<file path="src/logic/sae_pkg.sv">
// constants shared by both ends of the register window address extension
// assumes one clock and a synchronous active-high reset everywhere
//
// Behaviour
// - decode register accesses only from 80 to FF
// - standard and mapped areas, 256 locations total
// - area chosen by map_select at 8F
// - map_select one mapped, zero standard
// - hardware never clears map_select itself
// - control bit 2 read-write, reads back
// - control bits 1 and 7..3 read zero
// - system_map_control resets to 00
// - software changes map_select by and/or only
// - operation upper bit zero writes page directly
// - operation 10 saves old page, stores new
// - operation 11 restores page from slot
// - sysctl page register at BF, layout fixed
// - capcomp page register at A3, same layout
// - sysctl registers standard only; 8F both areas
// - capcomp registers standard, banked by page
// - all registers except counter in window
package sae_pkg;

    // ----------------------------------------------------------------
    // register window
    // ----------------------------------------------------------------
    localparam logic [7:0] SFR_BASE = 8'h80;
    localparam logic [7:0] ADDR_SYS_MAP = 8'h8f;
    localparam logic [7:0] ADDR_CC_PAGE = 8'ha3;
    localparam logic [7:0] ADDR_SYS_PAGE = 8'hbf;
    localparam logic [7:0] SYS_MAP_RESET = 8'h00;
    localparam logic [7:0] PAGE_RESET = 8'h00;

    // ----------------------------------------------------------------
    // field positions
    // ----------------------------------------------------------------
    localparam int MAP_SELECT_BIT = 0;
    localparam int SYS_KEEP_BIT = 2;
    localparam int OP_HI_BIT = 7;
    localparam int OP_LO_BIT = 6;
    localparam int SLOT_HI_BIT = 5;
    localparam int SLOT_LO_BIT = 4;
    localparam int PAGE_W = 3;
    localparam int SLOT_COUNT = 4;

    // owner of a decoded access: which page value applies
    typedef enum logic [1:0] {
        SAE_OWN_NONE = 2'b00,
        SAE_OWN_SYSCTL = 2'b01,
        SAE_OWN_CAPCOMP = 2'b10
    } sae_owner_t;

    // target of a decoded access
    typedef enum logic [2:0] {
        SAE_TGT_NONE = 3'b000,
        SAE_TGT_SYS_MAP = 3'b001,
        SAE_TGT_SYS_PAGE = 3'b010,
        SAE_TGT_CC_PAGE = 3'b011,
        SAE_TGT_EXT = 3'b100
    } sae_target_t;

    // ----------------------------------------------------------------
    // host-side apb registers
    // ----------------------------------------------------------------
    localparam logic [7:0] APB_CMD = 8'h00;
    localparam logic [7:0] APB_STATUS = 8'h04;
    localparam logic [7:0] APB_RDATA = 8'h08;
    localparam int CMD_ADDR_LO = 0;
    localparam int CMD_DATA_LO = 8;
    localparam int CMD_WRITE_BIT = 16;
    localparam int STAT_BUSY_BIT = 0;
    localparam int STAT_DONE_BIT = 1;

    // address decode: standard area only for paged module registers
    function automatic sae_owner_t owner_of(input logic [7:0] addr);
        if ((addr >= 8'hb3 && addr <= 8'hbe) || (addr >= 8'he9 && addr <= 8'heb))
        begin
            return SAE_OWN_SYSCTL;
        end
        if ((addr >= 8'h9a && addr <= 8'h9f) || (addr >= 8'ha4 && addr <= 8'ha7)
            || (addr >= 8'hfa))
        begin
            return SAE_OWN_CAPCOMP;
        end
        return SAE_OWN_NONE;
    endfunction

    function automatic sae_target_t target_of(input logic mapped, input logic [7:0] addr);
        if (addr < SFR_BASE)
        begin
            return SAE_TGT_NONE;
        end
        if (addr == ADDR_SYS_MAP)
        begin
            return SAE_TGT_SYS_MAP;
        end
        if (!mapped && addr == ADDR_SYS_PAGE)
        begin
            return SAE_TGT_SYS_PAGE;
        end
        if (!mapped && addr == ADDR_CC_PAGE)
        begin
            return SAE_TGT_CC_PAGE;
        end
        return SAE_TGT_EXT;
    endfunction

endpackage

</file>
<file path="src/logic/sae_sfr_if.sv">
// register-window access link between the cpu port and the address extension
// assumes both ends on the same clock; req is held until ack
`timescale 1ns/100ps
`default_nettype none
interface sae_sfr_if;
    logic req;
    logic we;
    logic [7:0] addr;
    logic [7:0] wdata;
    logic [7:0] rdata;
    logic ack;

    modport dev (
        input req,
        input we,
        input addr,
        input wdata,
        output rdata,
        output ack
    );

    modport cpu (
        output req,
        output we,
        output addr,
        output wdata,
        input rdata,
        input ack
    );
endinterface
`default_nettype wire

</file>
<file path="src/logic/sae_page_reg.sv">
// one page register with operation field and save slots
// assumes wr_en_i is a one-cycle write strobe from the same clock
`timescale 1ns/100ps
`default_nettype none
module sae_page_reg #(
    parameter int SLOTS = sae_pkg::SLOT_COUNT
) (
    input wire logic core_clk_i,
    input wire logic reset_i,
    input wire logic wr_en_i,
    input wire logic [7:0] wdata_i,
    output logic [2:0] page_o,
    output logic [7:0] rd_value_o
);
    logic [2:0] page;
    logic [2:0] page_save_slot [SLOTS];
    logic [1:0] page_operation;
    logic [1:0] storage_slot_select;

    assign page_operation = wdata_i[sae_pkg::OP_HI_BIT:sae_pkg::OP_LO_BIT];
    assign storage_slot_select = wdata_i[sae_pkg::SLOT_HI_BIT:sae_pkg::SLOT_LO_BIT];

    // ----------------------------------------------------------------
    // page field
    // ----------------------------------------------------------------
    always_ff @(posedge core_clk_i)
    begin
        if (reset_i)
        begin
            page <= sae_pkg::PAGE_RESET[2:0];
        end
        else if (wr_en_i)
        begin
            if (!page_operation[1])
            begin
                page <= wdata_i[2:0];
            end
            else if (!page_operation[0])
            begin
                page <= wdata_i[2:0];
            end
            else
            begin
                page <= page_save_slot[storage_slot_select];
            end
        end
    end

    // ----------------------------------------------------------------
    // save slots
    // ----------------------------------------------------------------
    always_ff @(posedge core_clk_i)
    begin
        if (reset_i)
        begin
            for (int i = 0; i < SLOTS; i++)
            begin
                page_save_slot[i] <= '0;
            end
        end
        else if (wr_en_i && page_operation == 2'b10)
        begin
            page_save_slot[storage_slot_select] <= page;
        end
    end

    assign page_o = page;
    // operation and slot fields are write-only, bit 3 reads zero
    assign rd_value_o = {5'h0, page};
endmodule
`default_nettype wire

</file>
<file path="src/logic/sae_sfr_ext.sv">
// address extension end: map control, two page registers and the decoder
// assumes the cpu end holds req with stable fields until ack
//
// Local design decision: register access over APB.
`timescale 1ns/100ps
`default_nettype none
module sae_sfr_ext (
    input wire logic core_clk_i,
    input wire logic reset_i,
    sae_sfr_if.dev sfr,
    output logic map_select_o,
    output logic ext_req_o,
    output logic ext_we_o,
    output logic ext_mapped_o,
    output logic [7:0] ext_addr_o,
    output logic [7:0] ext_wdata_o,
    output var sae_pkg::sae_owner_t ext_owner_o,
    output logic [2:0] ext_page_o,
    input wire logic [7:0] ext_rdata_i
);
    typedef enum logic [2:0] {
        SAE_ST_IDLE = 3'b001,
        SAE_ST_ISSUE = 3'b010,
        SAE_ST_ANSWER = 3'b100
    } sae_state_t;

    sae_state_t state;
    sae_state_t next_state;
    sae_pkg::sae_target_t tgt;
    sae_pkg::sae_target_t tgt_q;
    sae_pkg::sae_owner_t own;
    logic map_select;
    logic sys_keep;
    logic take;
    logic [7:0] int_rdata;
    logic [2:0] sysctl_page_select;
    logic [2:0] cc_page;
    logic [7:0] scu_rd;
    logic [7:0] cc_rd;

    assign take = (state == SAE_ST_IDLE) && sfr.req;
    // one target per access from area and address
    assign tgt = sae_pkg::target_of(map_select, sfr.addr);
    // paged modules live only in the standard area
    assign own = map_select ? sae_pkg::SAE_OWN_NONE : sae_pkg::owner_of(sfr.addr);

    // ----------------------------------------------------------------
    // access sequence
    // ----------------------------------------------------------------
    always_comb
    begin
        case (state)
            SAE_ST_IDLE: next_state = sfr.req ? SAE_ST_ISSUE : SAE_ST_IDLE;
            SAE_ST_ISSUE: next_state = SAE_ST_ANSWER;
            SAE_ST_ANSWER: next_state = SAE_ST_IDLE;
            default: next_state = SAE_ST_IDLE;
        endcase
    end

    always_ff @(posedge core_clk_i)
    begin
        if (reset_i)
        begin
            state <= SAE_ST_IDLE;
        end
        else
        begin
            state <= next_state;
        end
    end

    // ----------------------------------------------------------------
    // system map control
    // ----------------------------------------------------------------
    always_ff @(posedge core_clk_i)
    begin
        if (reset_i)
        begin
            map_select <= sae_pkg::SYS_MAP_RESET[sae_pkg::MAP_SELECT_BIT];
            sys_keep <= sae_pkg::SYS_MAP_RESET[sae_pkg::SYS_KEEP_BIT];
        end
        else if (take && sfr.we && tgt == sae_pkg::SAE_TGT_SYS_MAP)
        begin
            // only software moves it, reachable in both areas
            map_select <= sfr.wdata[sae_pkg::MAP_SELECT_BIT];
            sys_keep <= sfr.wdata[sae_pkg::SYS_KEEP_BIT];
        end
    end

    assign map_select_o = map_select;

    // ----------------------------------------------------------------
    // page registers
    // ----------------------------------------------------------------
    sae_page_reg #(
        .SLOTS(sae_pkg::SLOT_COUNT)
    ) u_sysctl_page_select (
        .core_clk_i(core_clk_i),
        .reset_i(reset_i),
        .wr_en_i(take && sfr.we && tgt == sae_pkg::SAE_TGT_SYS_PAGE),
        .wdata_i(sfr.wdata),
        .page_o(sysctl_page_select),
        .rd_value_o(scu_rd)
    );

    sae_page_reg #(
        .SLOTS(sae_pkg::SLOT_COUNT)
    ) u_cc_page (
        .core_clk_i(core_clk_i),
        .reset_i(reset_i),
        .wr_en_i(take && sfr.we && tgt == sae_pkg::SAE_TGT_CC_PAGE),
        .wdata_i(sfr.wdata),
        .page_o(cc_page),
        .rd_value_o(cc_rd)
    );

    // ----------------------------------------------------------------
    // outward select, one cycle after the take
    // ----------------------------------------------------------------
    always_ff @(posedge core_clk_i)
    begin
        if (reset_i)
        begin
            ext_req_o <= 1'b0;
            ext_we_o <= 1'b0;
            ext_mapped_o <= 1'b0;
            ext_addr_o <= 8'h00;
            ext_wdata_o <= 8'h00;
            ext_owner_o <= sae_pkg::SAE_OWN_NONE;
            ext_page_o <= 3'h0;
            tgt_q <= sae_pkg::SAE_TGT_NONE;
        end
        else
        begin
            ext_req_o <= take && tgt == sae_pkg::SAE_TGT_EXT;
            if (take)
            begin
                tgt_q <= tgt;
                ext_we_o <= sfr.we;
                ext_mapped_o <= map_select;
                ext_addr_o <= sfr.addr;
                ext_wdata_o <= sfr.wdata;
                ext_owner_o <= own;
                case (own)
                    sae_pkg::SAE_OWN_SYSCTL: ext_page_o <= sysctl_page_select;
                    sae_pkg::SAE_OWN_CAPCOMP: ext_page_o <= cc_page;
                    default: ext_page_o <= 3'h0;
                endcase
            end
        end
    end

    // ----------------------------------------------------------------
    // read answer
    // ----------------------------------------------------------------
    always_comb
    begin
        case (tgt_q)
            // unused bits of the map register read zero
            sae_pkg::SAE_TGT_SYS_MAP: int_rdata = {5'h00, sys_keep, 1'b0, map_select};
            sae_pkg::SAE_TGT_SYS_PAGE: int_rdata = scu_rd;
            sae_pkg::SAE_TGT_CC_PAGE: int_rdata = cc_rd;
            sae_pkg::SAE_TGT_EXT: int_rdata = ext_rdata_i;
            default: int_rdata = 8'h00;
        endcase
    end

    always_ff @(posedge core_clk_i)
    begin
        if (reset_i)
        begin
            sfr.rdata <= 8'h00;
            sfr.ack <= 1'b0;
        end
        else
        begin
            sfr.ack <= (state == SAE_ST_ISSUE);
            if (state == SAE_ST_ISSUE)
            begin
                sfr.rdata <= int_rdata;
            end
        end
    end
endmodule
`default_nettype wire

</file>
<file path="src/flat_wrapper.sv">
// flat-port wrapper written by rule: the top's interface ports become plain ports
module sae_sfr_ext_flat 
  (core_clk_i, reset_i, map_select_o, ext_req_o, ext_we_o, ext_mapped_o, ext_addr_o, ext_wdata_o, ext_owner_o, ext_page_o, ext_rdata_i, sfr_req, sfr_we, sfr_addr, sfr_wdata, sfr_rdata, sfr_ack);
  sae_sfr_if sfr_i ();
  input wire logic core_clk_i;
  input wire logic reset_i;
  output logic map_select_o;
  output logic ext_req_o;
  output logic ext_we_o;
  output logic ext_mapped_o;
  output logic [7:0] ext_addr_o;
  output logic [7:0] ext_wdata_o;
  output var sae_pkg::sae_owner_t ext_owner_o;
  output logic [2:0] ext_page_o;
  input wire logic [7:0] ext_rdata_i;
  input wire logic [$bits(sfr_i.req)-1:0] sfr_req;
  input wire logic [$bits(sfr_i.we)-1:0] sfr_we;
  input wire logic [$bits(sfr_i.addr)-1:0] sfr_addr;
  input wire logic [$bits(sfr_i.wdata)-1:0] sfr_wdata;
  output wire logic [$bits(sfr_i.rdata)-1:0] sfr_rdata;
  output wire logic [$bits(sfr_i.ack)-1:0] sfr_ack;
  assign sfr_i.req = sfr_req;
  assign sfr_i.we = sfr_we;
  assign sfr_i.addr = sfr_addr;
  assign sfr_i.wdata = sfr_wdata;
  assign sfr_rdata = sfr_i.rdata;
  assign sfr_ack = sfr_i.ack;
  sae_sfr_ext u_core (.core_clk_i(core_clk_i), .reset_i(reset_i), .sfr(sfr_i), .map_select_o(map_select_o), .ext_req_o(ext_req_o), .ext_we_o(ext_we_o), .ext_mapped_o(ext_mapped_o), .ext_addr_o(ext_addr_o), .ext_wdata_o(ext_wdata_o), .ext_owner_o(ext_owner_o), .ext_page_o(ext_page_o), .ext_rdata_i(ext_rdata_i));
endmodule
</file>
<file path="config.mk">
export PLATFORM = sky130hd
export DESIGN_NAME = sae_sfr_ext_flat
export DESIGN_NICKNAME = d
export VERILOG_FILES = /design/src/logic/sae_pkg.sv /design/src/logic/sae_sfr_if.sv /design/src/logic/sae_page_reg.sv /design/src/logic/sae_sfr_ext.sv /design/src/flat_wrapper.sv
export SDC_FILE = /design/constraint.sdc
export NUM_CORES = 1
export LEC_CHECK = 0
export BUFFER_PORTS_ARGS = -buffer_cell sky130_fd_sc_hd__buf_2
export CAP_MARGIN = 25
export CORE_MARGIN = 4
export CORE_UTILIZATION = 55
export DETAILED_ROUTE_END_ITERATION = 8
export GPL_TIMING_DRIVEN = 0
export PLACE_DENSITY = 0.89
export REMOVE_ABC_BUFFERS = 1
export SLEW_MARGIN = 20
export SYNTH_ARGS = -nofsm -noshare
export SYNTH_HDL_FRONTEND = slang
export SYNTH_HIERARCHICAL = 1
export SYNTH_SLANG_ARGS = --single-unit
</file>
<file path="constraint.sdc">
create_clock -name core_clk_i -period 5.2 [get_ports core_clk_i]
set_input_delay 1.04 -clock core_clk_i [delete_from_list [all_inputs] [get_ports core_clk_i]]
set_output_delay 1.04 -clock core_clk_i [all_outputs]
set_load 0.01 [all_outputs]
</file>
==> results.txt, run 1 <==
----------------------------------------------------
[Timing]
  Setup repair after global routing missed its margin ... no
  Finish-stage setup viols ... 0
  Final Cycle Share ... 0.632
  Final min period ... 3.29 ns
  Final Max Tran Viols ... 0
  Actual transition at the worst max-transition pin ... 0.863 ns
  Final hold vios ... 0
  Headroom to the max-slew limit ... 0.424
  Clk_skew ... 0.00760 ns
  Max Fclk ... 304 MHz
  Setup TNS ... 0 ns

[Logic synthesis]
  Post-synth ARST share ... 0
  Post-synth EDFFs ... 24
  Average cell area after synthesis ... 9.43 µm²
  Sequential share of the synthesized area ... 0.458
  Yosys Warn Count ... 6
  Count of mapped cells out of synthesis ... 385
  Leading register cell type out of synthesis ... sky130_fd_sc_hd__dfxtp_1
  Flops & latches, synth ... 71
  Synth cell types ... 58
  Total standard cell area after synthesis ... 3630 µm²

[Floorplanning]
  Overall die area ... 7970 µm²
  Floorplan die width ... 89.3 µm
  Vert. Die Dim ... 89.3 µm
  I/O pin count ... 62
  Initial Util ... 0.569
  CORE AREA ... 6390 µm²
  Standard-cell row count ... 29

[CTS]
  CTS tree ... yes
  Cell chosen for the clock root ... sky130_fd_sc_hd__clkbuf_8
  Clock transition time at the flip-flop clock pins of the worst setup and hold paths ... 0.07 ns
  Number of levels the H-tree was split into ... 3
  Clock tree sinks ... 71
  Number of resized instances in the post-cts repair step ... 0
  Count of hold-fix buffers inserted at cts ... 0
  Post-CTS setup buffer count ... 0
  Clock buffer count from CTS ... 9
  Clock latency on the worst-skew pair ... 0.35 ns
  Max Root-Sink Buffers ... 2

[Power and ir drop]
  Power density of the placed cells ... 274 nW/µm²
  Worst ir drop on vdd ... 0.177 mV
  Leakage ... 1.57 nW
  Total power consumption of the routed design ... 1.10 mW

[Place]
  Area of placed instances ... 3830 µm²
  Dpl hpwl ... 5340 µm
  Number of port buffers ... 61
  Gpl congestion ... 0.821

[Final layout]
  # diodes ... 0
  Most common library cell in the layout ignoring fill and taps ... sky130_fd_sc_hd__buf_2
  Fillers ... 545
  Area growth syn-to-layout ... 10.9%
  Post-route standard cell area excluding fillers ... 4030 µm²
  Share of cells above drive strength 1 ... 0.236
  Number of nets in the layout ... 455
  Most frequent cells in the layout ... 61 x sky130_fd_sc_hd__buf_2, 52 x sky130_fd_sc_hd__nand2_1, 47 x sky130_fd_sc_hd__dfxtp_1, 42 x sky130_fd_sc_hd__a21oi_1, 26 x sky130_fd_sc_hd__and2_1

[Flow run]
  Max-cap violations ... 0

[Setup path]
  Kind of critical path ... in -> reg
  Reg2reg start ... u_core/state[2]
  Data arrival, critical path ... 3.35 ns
  Required time at the worst-slack endpoint ... 5.26 ns
  Highest fanout seen on the critical path ... 11
  Critical Path Start ... sfr_addr[2]
  Reg-to-reg slack, setup ... 2.52 ns
  Startpoint class of the critical path ... primary input
  Reg2Reg Depth ... 6
  Kind of capture point of the worst setup path ... flip-flop

[GRT]
  Global-route wire length before repair ... 12700 µm
  Maximum number of pins on one net before global-route repair ... 61
  Total routing usage reported by global routing ... 0.208
  Via count of the first global-routing pass ... 2797
  Initial antenna violation count ... 0
  GRT Residual Overflow ... 0

[Hold path]
  Hold path startpoint ... u_core/sfr.rdata[7]
  Worst Hold Depth ... 2
  Endpoint of the worst hold-timing path ... u_core/sfr.rdata[7]
  Hold Crit Class ... reg -> reg

[Routing]
  Antenna-violating nets left ... 0
  Number of DRC violations after detailed routing ... 0
  Number of DRC markers after the initial detailed-route iteration ... 172
  Average routed wire per standard cell ... 15.3 µm
  DRT Pass-1 Iters ... 4
  Average via count per standard cell ... 5.77
  Drt total wl ... 7800 µm
  Via count of the routed design ... 2938

[Run status]
  Result of the run ... completed

----------------------------------------------------
synthesized netlist by cell type (9+ instances only):
| master | n | area, µm² |
|---|---|---|
| sky130_fd_sc_hd__nor2_1 | 12 | 45.0 |
| sky130_fd_sc_hd__nand3b_1 | 19 | 143 |
| sky130_fd_sc_hd__dfxtp_1 | 47 | 941 |
| sky130_fd_sc_hd__and2_1 | 26 | 163 |
| sky130_fd_sc_hd__and3_1 | 9 | 56.3 |
| sky130_fd_sc_hd__nand2_1 | 52 | 195 |
| sky130_fd_sc_hd__nor2b_1 | 9 | 56.3 |
| sky130_fd_sc_hd__edfxtp_1 | 24 | 721 |
| sky130_fd_sc_hd__clkbuf_1 | 14 | 52.6 |
| sky130_fd_sc_hd__buf_4 | 17 | 128 |
| sky130_fd_sc_hd__a21oi_1 | 42 | 210 |
| sky130_fd_sc_hd__o21ai_0 | 14 | 70.1 |
stage by stage:
| stage | setup slack (ns) | hold WS (ns) | util | instances |
|---|---|---|---|---|
| final | 1.91 | 0.452 | 0.630 | 509 |
| after global routing | 1.76 | 0.476 | 0.630 | 509 |
| after CTS | 1.98 | 0.454 | 0.627 | 508 |
| after detailed placement | 1.62 | 0.444 | 0.600 | 492 |
| after global placement | 1.66 | 0.440 | 0.599 | 492 |
| after floorplan | 2.16 | 0.443 | - | 354 |
worst max-delay path, cell delays in order:
cell and delay (ns):
sky130_fd_sc_hd__buf_2 0.16, sky130_fd_sc_hd__or3_1 0.40, sky130_fd_sc_hd__a211oi_2 0.31, sky130_fd_sc_hd__nand3_1 0.15, sky130_fd_sc_hd__nor2b_1 0.47, sky130_fd_sc_hd__nand4bb_1 0.23
sky130_fd_sc_hd__nor3_1 0.36, sky130_fd_sc_hd__or2_2 0.23
state kept, by name, indices dropped and copies added, names as in the netlist:
register and flops:
u_core/tgt_q 3, u_core/sfr.ack 1, u_core/ext_wdata_o 8, u_core/ext_addr_o 8, u_core/ext_mapped_o 1, u_core/u_sysctl_page_select/page_save_slot 12
u_core/sfr.rdata 8, u_core/sys_keep 1, u_core/ext_owner_o 2, u_core/ext_page_o 3, u_core/u_cc_page/page_o 3, u_core/u_cc_page/page_save_slot 12
u_core/ext_req_o 1, u_core/map_select_o 1, u_core/u_sysctl_page_select/page_o 3, u_core/state 3, u_core/ext_we_o 1
layout make-up:
class | count | area (µm²) | area share
Sequential cell | 71 | 1660 | 0.413
Inverter | 2 | 7.51 | 0.00187
Clock inverter | 3 | 17.5 | 0.00435
Tap cell | 77 | 96.3 | 0.0239
Timing Repair Buffer | 62 | 325 | 0.0808
Clock buffer | 13 | 159 | 0.0395
Multi-Input combinational cell | 281 | 1760 | 0.437
per-layer routing:
| metal | GRT usage | wire length, µm |
|---|---|---|
| met2 | 0.350 | 3890 |
| met5 | 0 | 0 |
| met3 | 0.0535 | 462 |
| met4 | 0.0893 | 133 |
| met1 | 0.252 | 3310 |
power by group:
| part | total, mW | switching, mW | internal (mW) |
|---|---|---|---|
| registers | 0.599 | 0.00948 | 0.590 |
| logic | 0.114 | 0.0700 | 0.0435 |
| clock network | 0.392 | 0.194 | 0.198 |
| total | 1.10 | 0.274 | 0.831 |
kinds of logic after synthesis:
group	after synthesis	share of synthesized area
simple gates	173	0.281
compound gates	88	0.159
flops	71	0.458
buf+inv	41	0.0679
mux	8	0.0272
xor+xnor	2	0.00483
other cells	2	0.00207
how the worst max path moves through the flow:
stage	end	slack, ns
finish	flip-flop	1.91
CTS	flip-flop	1.98
detailed placement	flip-flop	1.62
floorplan	flip-flop	2.16
global placement	u_core/ext_page_o[0]	1.66
global route	flip-flop	1.76
Power figures use the tool's default switching activity.
==> inputs of run 2 (changes only) <==
--- a/config.mk
+++ b/config.mk
@@ -8,10 +8,10 @@
 export BUFFER_PORTS_ARGS = -buffer_cell sky130_fd_sc_hd__buf_2
 export CAP_MARGIN = 25
 export CORE_MARGIN = 4
-export CORE_UTILIZATION = 55
+export CORE_UTILIZATION = 51
 export DETAILED_ROUTE_END_ITERATION = 8
 export GPL_TIMING_DRIVEN = 0
-export PLACE_DENSITY = 0.89
+export PLACE_DENSITY = 0.87
 export REMOVE_ABC_BUFFERS = 1
 export SLEW_MARGIN = 20
 export SYNTH_ARGS = -nofsm -noshare
==> constraint.sdc (replaced) <==
create_clock -name core_clk_i -period 2.7 [get_ports core_clk_i]
set_input_delay 0.54 -clock core_clk_i [delete_from_list [all_inputs] [get_ports core_clk_i]]
set_output_delay 0.54 -clock core_clk_i [all_outputs]
set_load 0.01 [all_outputs]
==> run 2 against run 1 <==
Effect of this change: final cell count increased by 3.9%; sequential power is 92% higher; die area rose by 7.1%; first-iteration DRC count up 15%; hold slack lost 0.012 ns; non-clock buffer count is 1 higher; critical path depth stayed put; design area is 2.3% higher; routed wire length rose by 8.1%; power up 110%; clock skew hardly changed; highest routed layer unchanged.
==> results.txt, run 2 (same netlist as run 1, synthesis figures left out) <==
----------------------------------------------------
[Power and ir drop]
  Power density of the placed cells ... 556 nW/µm² (+100%)
  Leakage ... 1.60 nW (+1.9%)
  Worst ir drop on vdd ... 0.381 mV (+120%)
  Total power consumption of the routed design ... 2.29 mW (+110%)

[CTS]
  Number of levels the H-tree was split into ... 3 (unchanged)
  Clock tree sinks ... 71 (unchanged)
  Clock transition time at the flip-flop clock pins of the worst setup and hold paths ... 0.07 ns (about the same)
  Max Root-Sink Buffers ... 2 (unchanged)
  Cell chosen for the clock root ... sky130_fd_sc_hd__clkbuf_8
  Clock buffer count from CTS ... 9 (unchanged)
  Clock latency on the worst-skew pair ... 0.34 ns (about the same)
  Count of hold-fix buffers inserted at cts ... 0 (unchanged)
  CTS tree ... yes

[Final layout]
  Fillers ... 585 (+7.3%)
  Area taken by multi-input logic gates ... 1780 µm² (+1.5%)
  Register area ... 1660 µm² (unchanged)
  Share of cells above drive strength 1 ... 0.247 (+0.0110)
  Most common library cell in the layout ignoring fill and taps ... sky130_fd_sc_hd__buf_2
  Number of nets in the layout ... 456 (+0.22%)
  Registers with the highest flip-flop counts ... u_core/u_cc_page/page_save_slot x12, u_core/u_sysctl_page_select/page_save_slot x12
  Area growth syn-to-layout ... 13.4%
  # diodes ... 0 (unchanged)
  Most frequent cells in the layout ... 61 x sky130_fd_sc_hd__buf_2, 52 x sky130_fd_sc_hd__nand2_1, 47 x sky130_fd_sc_hd__dfxtp_1, 42 x sky130_fd_sc_hd__a21oi_1, 26 x sky130_fd_sc_hd__and2_1

[GRT]
  Maximum number of pins on one net before global-route repair ... 61 (unchanged)
  Total routing usage reported by global routing ... 0.201 (-0.00746)
  Via count of the first global-routing pass ... 2841 (+1.6%)
  GRT Residual Overflow ... 0 (unchanged)
  Global-route wire length before repair ... 13500 µm (+6.4%)
  Initial antenna violation count ... 0 (unchanged)

[Timing]
  Finish-stage setup viols ... 0 (unchanged)
  Final hold vios ... 0 (unchanged)
  WHS ... 0.440 ns (-0.0120 ns)
  Final min period ... 2.55 ns
  Final Cycle Share ... 0.946
  Setup repair after global routing missed its margin ... no
  Final Max Tran Viols ... 0 (unchanged)
  Clk_skew ... 0.00782 ns (+0.000220 ns)
  Actual transition at the worst max-transition pin ... 0.941 ns (+0.0779 ns)
  Max Fclk ... 392 MHz
  Headroom to the max-slew limit ... 0.373 (-0.0520)

[Routing]
  Antenna-violating nets left ... 0 (unchanged)
  DRT Pass-1 Iters ... 5 (+1)
  Via count of the routed design ... 2964 (+0.88%)
  Average routed wire per standard cell ... 15.9 µm (+4.0%)
  Drt total wl ... 8440 µm (+8.1%)
  Number of DRC markers after the initial detailed-route iteration ... 198 (+15%)
  Number of DRC violations after detailed routing ... 0 (unchanged)
  Average via count per standard cell ... 5.60 (-2.9%)

[Place]
  Number of port buffers ... 61 (unchanged)
  Dpl hpwl ... 5640 µm (+5.8%)
  Gpl congestion ... 0.824 (+0.29%)

[Floorplanning]
  Standard-cell row count ... 30 (+3.4%)
  Floorplan die width ... 92.4 µm (+3.5%)
  I/O pin count ... 62 (unchanged)
  Vert. Die Dim ... 92.4 µm (+3.5%)
  CORE AREA ... 6870 µm² (+7.6%)
  Initial Util ... 0.529 (-0.0400)
  Overall die area ... 8530 µm² (+7.1%)

[Hold path]
  Hold Crit Class ... in -> reg

[Setup path]
  Data arrival, critical path ... 2.60 ns (-0.75 ns)
  Kind of capture point of the worst setup path ... flip-flop
  Startpoint class of the critical path ... primary input
  Highest fanout seen on the critical path ... 11 (unchanged)
  Kind of critical path ... in -> reg
  Required time at the worst-slack endpoint ... 2.75 ns (-2.51 ns)

[Run status]
  Result of the run ... completed

[Flow run]
  Max-cap violations ... 0 (unchanged)

----------------------------------------------------
-- run 2: worst paths after layout --
path	depth (start not counted)	from	slack [ns]	to
max	8	sfr_addr[2]	0.15	flip-flop
min	3	sfr_wdata[3]	0.44	u_core/ext_wdata_o[3]
max reg2reg	6	u_core/state[2]	0.24	flip-flop
min reg2reg	2	u_core/ext_addr_o[2]	0.45	u_core/ext_addr_o[2]
-- run 2: layout make-up --
| type | count | area share |
|---|---|---|
| multi-input cells | 281 | 0.433 |
| flip-flops and latches | 71 | 0.403 |
| repair buffers | 63 | 0.0808 |
| clock buffers | 10 | 0.0310 |
| well taps | 96 | 0.0292 |
| clock inverters | 6 | 0.0207 |
| inverters | 2 | 0.00182 |
-- run 2: worst max-delay path, stage by stage --
cell and delay (ns):
sky130_fd_sc_hd__buf_2 0.16, sky130_fd_sc_hd__or3_1 0.39, sky130_fd_sc_hd__a211oi_2 0.34, sky130_fd_sc_hd__nand3_1 0.28, sky130_fd_sc_hd__nor2b_4 0.21, sky130_fd_sc_hd__and4bb_1 0.25, sky130_fd_sc_hd__and3b_1 0.24, sky130_fd_sc_hd__or2_1 0.18
-- run 2: layer usage --
| layer | global-route usage | share of wire | up-vias |
|---|---|---|---|
| met5 | 0 | 0 | - |
| met4 | 0.0743 | 0.013 | 0 |
| met3 | 0.0536 | 0.079 | 13 |
| met2 | 0.334 | 0.50 | 97 |
| met1 | 0.249 | 0.41 | 1405 |
| li1 | - | - | 1449 |
-- run 2: power breakdown --
group | internal [mW] | switching (mW)
clock network | 0.517 | 0.394
registers | 1.13 | 0.0192
logic | 0.0841 | 0.141
total | 1.74 | 0.554
-- run 2: metrics by stage --
| stage | std cells | setup TNS [ns] | instance area [µm²] | setup slack (ns) | utilization |
|---|---|---|---|---|---|
| 3_3_place_gp | 511 | -7.30 | 3850 | -0.372 | 0.560 |
| 3_5_place_dp | 511 | -9.85 | 3850 | -0.489 | 0.561 |
| 2_1_floorplan | 354 | 0 | 3420 | 0.163 | - |
| 6_report | 529 | 0 | 4120 | 0.146 | 0.600 |
| 5_1_grt | 529 | 0 | 4120 | 0.0237 | 0.600 |
| 4_1_cts | 527 | 0 | 4070 | 0.0120 | 0.593 |
-- run 2: timing repair --
action | 4_1_cts | 5_1_grt
buffers inserted | 0 | 1
resized for setup | 2 | 4
pin swaps | 0 | 0
gates cloned | 0 | 0
endpoints found under the setup margin | 9 | 18
